$ cat config.mk
export PLATFORM = sky130hd
export DESIGN_NAME = fault_output_routing
export DESIGN_NICKNAME = d
export VERILOG_FILES = /design/src/reset_pulse_timer.v /design/src/fault_output_routing.v
export VERILOG_INCLUDE_DIRS = /design/src /design/src/src
export SDC_FILE = /design/constraint.sdc
export NUM_CORES = 1
export LEC_CHECK = 0
export BUFFER_PORTS_ARGS = -buffer_cell sky130_fd_sc_hd__buf_2
export CORE_MARGIN = 10
export CORE_UTILIZATION = 55
export CTS_CLUSTER_DIAMETER = 30
export DETAILED_ROUTE_END_ITERATION = 16
export GPL_ROUTABILITY_DRIVEN = 0
export PLACE_DENSITY = 0.8
export SLEW_MARGIN = 40
export SYNTH_ARGS = -nofsm -noshare
export SYNTH_HDL_FRONTEND = slang
export SYNTH_SLANG_ARGS = --single-unit
$ cat constraint.sdc
create_clock -name sys_clk -period 4.1 [get_ports sys_clk]
set_input_delay 0.615 -clock sys_clk [delete_from_list [all_inputs] [get_ports sys_clk]]
set_output_delay 0.615 -clock sys_clk [all_outputs]
set_load 0.02 [all_outputs]
$ cat src/fault_routing_defines.vh
// offsets, field positions, reset values and timing counts of the fault routing block
`ifndef FAULT_ROUTING_DEFINES_VH
`define FAULT_ROUTING_DEFINES_VH
`define ADDR_LINREG_MASK      8'h87
`define ADDR_PIN_PRIMARY      8'h8a
`define ADDR_PIN_SECONDARY    8'h8b
`define ADDR_PIN_MISC         8'h8c
`define ADDR_RESET_ROUTE      8'h8d
`define ADDR_OPT_SHORT_WAIT   8'h7c
`define RST_LINREG_MASK       8'h07
`define RST_PIN_PRIMARY       8'h60
`define RST_PIN_SECONDARY     8'h00
`define RST_PIN_MISC          8'h00
`define RST_RESET_ROUTE       8'h00
`define LINREG_MASK_BITS      8'h07
`define RESET_ROUTE_BITS      8'h0f
`define SHORT_WAIT_BIT        3
`define CLK_HZ                20000000
`define RST_LONG_US           20000
`define RST_SHORT_US          1000
`define RST_LONG_CYCLES       ((`RST_LONG_US * (`CLK_HZ / 1000000)))
`define RST_SHORT_CYCLES      ((`RST_SHORT_US * (`CLK_HZ / 1000000)))
`endif

$ cat src/reset_pulse_timer.v
// hold-low timer for the active-low reset output
`timescale 1ns/100ps
module reset_pulse_timer #(
	parameter [31:0] LONG_CYCLES  = 32'd400000,
	parameter [31:0] SHORT_CYCLES = 32'd20000
) (
	// clock and reset
	input  wire        sys_clk,
	input  wire        nrst,
	// control
	input  wire        trigger,
	input  wire        short_sel,
	// status
	output reg         active
);
	reg [31:0] count_reg;
	// a trigger while running restarts the count, so a repeating fault stretches the pulse
	always @(posedge sys_clk or negedge nrst) begin
		if (!nrst) begin
			count_reg <= 32'h0;
			active    <= 1'b0;
		end else if (trigger) begin
			count_reg <= short_sel ? SHORT_CYCLES - 32'h1 : LONG_CYCLES - 32'h1;
			active    <= 1'b1;
		end else if (count_reg != 32'h0) begin
			count_reg <= count_reg - 32'h1;
		end else begin
			active    <= 1'b0;
		end
	end
endmodule // reset_pulse_timer

$ cat src/fault_output_routing.v
// fault masking and routing onto the general-purpose pin and the reset output
// Summary of operation
// - mask bit 0 passes fault to hiccup/latch response; 1 gives no response.
// - linear regulator mask: overcurrent bit2, overvoltage bit1, undervoltage bit0, reset 1.
// - enabled fault pulls the general-purpose pin low; disabled fault leaves it.
// - primary pin register: overtemp bit7, primary buck faults bits 6..0, 6,5 reset 1.
// - secondary pin register: third buck bits 7..4, second buck bits 3..0.
// - misc pin register: bus crc, watchdog trio, config crc, linear regulator faults.
// - enabled reset-route fault drives reset low for the short-wait selected time.
// - reset route: sequencer bit3, watchdog restart/slow/fast bits 2..0, upper bits read zero.
// - watchdog restart fault raised at twice the too-slow window period without kick.
`timescale 1ns/100ps
`include "fault_routing_defines.vh"
module fault_output_routing #(
	parameter [31:0] RST_LONG_CYCLES  = `RST_LONG_CYCLES,
	parameter [31:0] RST_SHORT_CYCLES = `RST_SHORT_CYCLES
) (
	// clock and reset
	input  wire        sys_clk,
	input  wire        nrst,
	// register port
	input  wire [7:0]  reg_addr,
	input  wire [7:0]  reg_wdata,
	input  wire        reg_write,
	input  wire        reg_read,
	output reg  [7:0]  reg_rdata,
	// option bit from the option register at 0x7c
	input  wire        opt_short_fault_wait,
	// primary buck and temperature fault flags, bit order of the primary pin register
	input  wire [7:0]  primary_faults,
	// second and third buck fault flags, bit order of the secondary pin register
	input  wire [7:0]  secondary_faults,
	// misc fault flags: crc, watchdog fast/slow, config crc, linear regulator; sequencer fault for the reset route only
	input  wire        bus_crc_fault,
	input  wire        wdt_slow_fault,
	input  wire        wdt_fast_fault,
	input  wire        crc_recheck_fault,
	input  wire        seq_fault,
	input  wire [2:0]  linear_regulator_faults,
	// watchdog restart detection
	input  wire        wdt_slow_period_tick,
	input  wire        wdt_kick,
	// linear regulator response request toward the shutdown logic
	output reg  [2:0]  linreg_response_req,
	output reg         wdt_restart_fault,
	// general-purpose pin, open drain
	output reg         gpio_out,
	output reg         gpio_oe,
	// active-low reset output
	output reg         rst_out_n
);
	reg  [7:0] linreg_mask_reg;
	reg  [7:0] pin_primary_reg;
	reg  [7:0] pin_secondary_reg;
	reg  [7:0] pin_misc_reg;
	reg  [7:0] reset_route_reg;
	reg  [1:0] slow_periods_reg;
	reg  [3:0] reset_src_prev_reg;
	wire [7:0] misc_faults;
	wire [3:0] reset_src;
	wire [3:0] reset_rise;
	wire       pin_pull;
	wire       timer_active;
	wire       wr_linreg_mask;
	wire       wr_pin_primary;
	wire       wr_pin_secondary;
	wire       wr_pin_misc;
	wire       wr_reset_route;
	wire       pull_primary;
	wire       pull_secondary;
	wire       pull_misc;

	// read decode; unmapped addresses and reserved bits read zero
	function [7:0] pick;
		input [7:0] addr;
		input [7:0] a;
		input [7:0] b;
		input [7:0] c;
		input [7:0] d;
		input [7:0] e;
		begin
			case (addr)
				`ADDR_LINREG_MASK:   pick = a & `LINREG_MASK_BITS;
				`ADDR_PIN_PRIMARY:   pick = b;
				`ADDR_PIN_SECONDARY: pick = c;
				`ADDR_PIN_MISC:      pick = d;
				`ADDR_RESET_ROUTE:   pick = e & `RESET_ROUTE_BITS;
				default:             pick = 8'h00;
			endcase
		end
	endfunction

	// one write strobe per register; unmapped addresses strobe nothing
	assign wr_linreg_mask   = reg_write && (reg_addr == `ADDR_LINREG_MASK);
	assign wr_pin_primary   = reg_write && (reg_addr == `ADDR_PIN_PRIMARY);
	assign wr_pin_secondary = reg_write && (reg_addr == `ADDR_PIN_SECONDARY);
	assign wr_pin_misc      = reg_write && (reg_addr == `ADDR_PIN_MISC);
	assign wr_reset_route   = reg_write && (reg_addr == `ADDR_RESET_ROUTE);

	// reserved bits are never stored, and the read decode masks them to zero as well
	always @(posedge sys_clk or negedge nrst) begin
		if (!nrst)
			linreg_mask_reg <= `RST_LINREG_MASK;
		else if (wr_linreg_mask)
			linreg_mask_reg <= reg_wdata & `LINREG_MASK_BITS;
	end

	always @(posedge sys_clk or negedge nrst) begin
		if (!nrst)
			pin_primary_reg <= `RST_PIN_PRIMARY;
		else if (wr_pin_primary)
			pin_primary_reg <= reg_wdata;
	end

	always @(posedge sys_clk or negedge nrst) begin
		if (!nrst)
			pin_secondary_reg <= `RST_PIN_SECONDARY;
		else if (wr_pin_secondary)
			pin_secondary_reg <= reg_wdata;
	end

	always @(posedge sys_clk or negedge nrst) begin
		if (!nrst)
			pin_misc_reg <= `RST_PIN_MISC;
		else if (wr_pin_misc)
			pin_misc_reg <= reg_wdata;
	end

	always @(posedge sys_clk or negedge nrst) begin
		if (!nrst)
			reset_route_reg <= `RST_RESET_ROUTE;
		else if (wr_reset_route)
			reset_route_reg <= reg_wdata & `RESET_ROUTE_BITS;
	end

	// read data is registered and holds until the next read
	always @(posedge sys_clk or negedge nrst) begin
		if (!nrst)
			reg_rdata <= 8'h00;
		else if (reg_read)
			reg_rdata <= pick(reg_addr, linreg_mask_reg, pin_primary_reg, pin_secondary_reg,
				pin_misc_reg, reset_route_reg);
	end

	// restart fault: two slow periods with no kick; a kick wins over a tick
	always @(posedge sys_clk or negedge nrst) begin
		if (!nrst)
			slow_periods_reg <= 2'h0;
		else if (wdt_kick)
			slow_periods_reg <= 2'h0;
		else if (wdt_slow_period_tick && slow_periods_reg != 2'h2)
			slow_periods_reg <= slow_periods_reg + 2'h1;
	end

	// the counter stops at two, so the flag stays up until the next kick
	always @(posedge sys_clk or negedge nrst) begin
		if (!nrst)
			wdt_restart_fault <= 1'b0;
		else if (wdt_kick)
			wdt_restart_fault <= 1'b0;
		else if (wdt_slow_period_tick && slow_periods_reg == 2'h1)
			wdt_restart_fault <= 1'b1;
	end

	assign misc_faults = {bus_crc_fault, wdt_restart_fault, wdt_slow_fault, wdt_fast_fault,
		crc_recheck_fault, linear_regulator_faults};
	// level OR of every enabled flag; flags are expected already synchronous to sys_clk
	// per-register pull requests, kept apart so each group can be probed
	assign pull_primary   = |(primary_faults & pin_primary_reg);
	assign pull_secondary = |(secondary_faults & pin_secondary_reg);
	assign pull_misc      = |(misc_faults & pin_misc_reg);
	assign pin_pull       = pull_primary | pull_secondary | pull_misc;
	// sequencer and watchdog faults only; other faults never reach the reset output
	assign reset_src = {seq_fault, wdt_restart_fault, wdt_slow_fault, wdt_fast_fault} &
		reset_route_reg[3:0];
	// pulse starts on a newly enabled fault, so a held flag does not keep reset low forever
	assign reset_rise = reset_src & ~reset_src_prev_reg;

	always @(posedge sys_clk or negedge nrst) begin
		if (!nrst)
			reset_src_prev_reg <= 4'h0;
		else
			reset_src_prev_reg <= reset_src;
	end

	// request only; the hiccup or latch action itself lives in the shutdown logic
	always @(posedge sys_clk or negedge nrst) begin
		if (!nrst)
			linreg_response_req <= 3'h0;
		else
			linreg_response_req <= linear_regulator_faults & ~linreg_mask_reg[2:0];
	end

	// open drain: data is tied low and only the enable moves
	always @(posedge sys_clk or negedge nrst) begin
		if (!nrst) begin
			gpio_out <= 1'b0;
			gpio_oe  <= 1'b0;
		end else begin
			gpio_out <= 1'b0;
			gpio_oe  <= pin_pull;
		end
	end

	always @(posedge sys_clk or negedge nrst) begin
		if (!nrst)
			rst_out_n <= 1'b1;
		else
			rst_out_n <= ~timer_active;
	end

	// short or long hold is chosen when the pulse starts
	reset_pulse_timer #(
		.LONG_CYCLES  (RST_LONG_CYCLES),
		.SHORT_CYCLES (RST_SHORT_CYCLES)
	) u_timer (
		.sys_clk   (sys_clk),
		.nrst      (nrst),
		.trigger   (|reset_rise),
		.short_sel (opt_short_fault_wait),
		.active    (timer_active)
	);
endmodule // fault_output_routing

==> out/summary.txt <==
Maximum vdd drop: 0.000199 V
Largest stage delay on the critical path: 510 ps
Share of cells above drive strength 1: 29.5%
R2R cell count: 7
Distinct cells, synth: 61
Non-filler cells, final: 547
Bufs on Longest Clock Path: 2
Die area: 0.0115 sq mm
Fin area: 0.00476 sq mm
Htree depth: 3
Hold buffers post-CTS: 0
Setup crit end kind: register
Vert. Die Dim: 107 um
Port Buffer Count: 60
Global-route wire length before repair: 17.5 mm
Worst-path fanout max: 17
Gr ovfl total: 0
Routed wire length: 10.5 mm
Min cycle time layout: 2540 ps
Top post-synthesis cells by area: dfrtp_1 47%, mux2_2 8.4%, dfstp_2 3.8%, nor2_1 2.4%, nand2_1 2.3%
Hold Vio Cnt, Final: 0
Post-synthesis adder-cell area fraction: 0.900%
Critical path cell sequence: inv_1 > ha_1 > nor3b_1 > and4_2 > nand3_1 > and3_1 > o21ai_0
Area grow syn2layout: 14.3%
Largest delay contributor family on the critical path: simple AND/OR/NAND/NOR gates
Initial drt markers: 271
Critical Path AT: 2790 ps
Register area share after synthesis: 50.6%
Slowest-stage cell, CP: nand3_1
Post-synth top flop: dfrtp_1
Power Total: 2.03 mW
Leakage: 2.23 nW
Final HPWL DP: 7.86 mm
Crit path buf inv count: 1
Max Cap Violations: 0
# IOs: 62
Total Routing Usage GR: 19.0%
Pwr per Cell Area: 425 mW/mm^2
Final Cycle Share: 61.9%
Worst reg2reg startpoint: u_timer.count_reg[0]$_DFFE_PN0P_
DR vias: 3383
Main combinational cell family by area after synthesis: simple AND/OR/NAND/NOR gates
Worst Clk Skew: 14.3 ps
Worst hold path class: input pin to asynchronous set/reset pin
Area leader, netlist: dfrtp_1
Post-Synthesis Cells: 383
Post-synth top area share: 46.8%
Clock-pin transition on the worst setup and hold timing paths: 90 ps
Cts bufs inserted: 9
Slew @ Worst Pin: 751 ps
#FFs+latches synth: 84
Final number of setup-violating endpoints: 0
Clk_lat worst skew: 360 ps
Largest net degree at the start of global routing: 85
Simple-Gate Fraction of Synth Area: 19.5%
Clock sink count: 84
Worst slew margin: 49.9%
Worst reg-to-reg setup slack: 1560 ps
Number of global-route vias before repair: 3416
Yosys warns: 0
FMAX: 394 MHz
Largest register FFs: 32
Compound-Gate Fraction of Synth Area: 14.7%
WHS: 278 ps
Initial Util: 56.9%
Post-synthesis mux area share: 9.57%
Core ar.: 0.00733 sq mm
Num rows: 31
Initial antenna violation count: 0
Diode count: 0
Startpoint types: register
DR WL/cell: 19.3 um
Placed Cells: 531
Top cells by count, synth: 78 x dfrtp_1, 31 x mux2_2, 27 x nor2_1
Vias per cell: 6.18
Most common cell in the netlist: dfrtp_1
Outcome: finished, final reports clean
Area after DPL: 0.00455 sq mm
Nets@finish: 493
R2r endpoint: u_timer.count_reg[2]$_DFFE_PN0P_
Async set-or-reset flop fraction in the synthesized netlist: 100%
EDFF count, synth: 0
Syn Area/Cell: 10.9 sq um
Mapped Area: 0.00417 sq mm
RSZ-0062 raised after global routing: false
Post-Synth XOR/XNOR Area: 2.10%
Setup Crit Path Kind: register to register
Worst Path Required: 4350 ps
Root Buffer: clkbuf_8
Synthesized net count: 433
Setup TNS: 0 ps
Final ANT Viol Nets: 0
Post-CTS sizing: 0
Fin. max-slew vios: 0
TritonCTS clock tree: yes
Post-CTS Setup Bufs: 0
DRT Pass-1 Iters: 5
Remaining DRCs: 0
Die Wd: 107 um
## power breakdown
| group | internal (mW) | switching (mW) |
|---|---|---|
| sequential | 0.920 | 0.112 |
| clock | 0.304 | 0.315 |
| combinational | 0.159 | 0.216 |
| total | 1.38 | 0.642 |
## metrics by stage
stage	setup WS [ps]	util [%]
after CTS	1640	65.0
after detailed placement	1650	62.1
after global routing	1450	65.0
final	1560	65.0
after global placement	1700	62.1
after floorplan	2110	-
## worst reg2reg max path, stage by stage (launching register included)
cell,delay (ps)
dfrtp_1,390
inv_1,90
ha_1,220
nor3b_1,250
and4_2,310
nand3_1,510
and3_1,430
o21ai_0,230
## cell usage in the layout, fill, tap and decap left out, drive strengths merged, types with 8 or more instances in the layout
cell type,Yosys,layout
dfrtp,78,78
buf,4,61
mux2,31,31
nor2,28,28
nand2,25,25
inv,14,16
a21oi,15,15
nor2b,12,12
a22oi,12,12
nand3,11,11
o21ai,11,11
clkbuf,8,10
a31oi,9,9
nor3,9,9
nand4,8,8
## metal layers
layer	vias to the layer above	wire [um]	GRT usage, %
li1	1559	-	-
met1	1667	4080	22.4
met2	140	5550	33.1
met3	17	757	4.97
met4	0	157	5.42
met5	-	0	0
## kinds of logic after synthesis
family	Yosys count
and+or+nand+nor	137
AOI/OAI and AO/OA	86
DFF	84
muxes	36
buffers and inverters	26
xor gates and xnor gates	10
adders and majority gates	3
other	1
## how the worst max path moves through the flow
| stage | startpoint | endpoint | slack [ps] | cells after the start |
|---|---|---|---|---|
| 6_report | u_timer.count_reg[0]$_DFFE_PN0P_ | u_timer.count_reg[2]$_DFFE_PN0P_ | 1560 | 7 |
| 5_1_grt | u_timer.count_reg[0]$_DFFE_PN0P_ | u_timer.count_reg[2]$_DFFE_PN0P_ | 1450 | 7 |
| 4_1_cts | u_timer.count_reg[0]$_DFFE_PN0P_ | u_timer.count_reg[2]$_DFFE_PN0P_ | 1640 | 7 |
| 3_5_place_dp | reg_addr[5] | pin_secondary_reg[4]$_DFFE_PN0P_ | 1650 | 6 |
| 3_3_place_gp | reg_addr[5] | pin_secondary_reg[0]$_DFFE_PN0P_ | 1700 | 6 |
| 2_1_floorplan | reg_addr[5] | pin_misc_reg[0]$_DFFE_PN0P_ | 2110 | 6 |
## final cells by class
cell class              count  area [sq um]
flip-flops and latches     84          2110
clock inverters             6          70.1
fillers                   566          2570
multi-input cells         273          1960
inverters                  14          52.6
clock buffers              10           138
well taps                  99           124
repair buffers             61           314
Power figures use the tool's default switching activity.
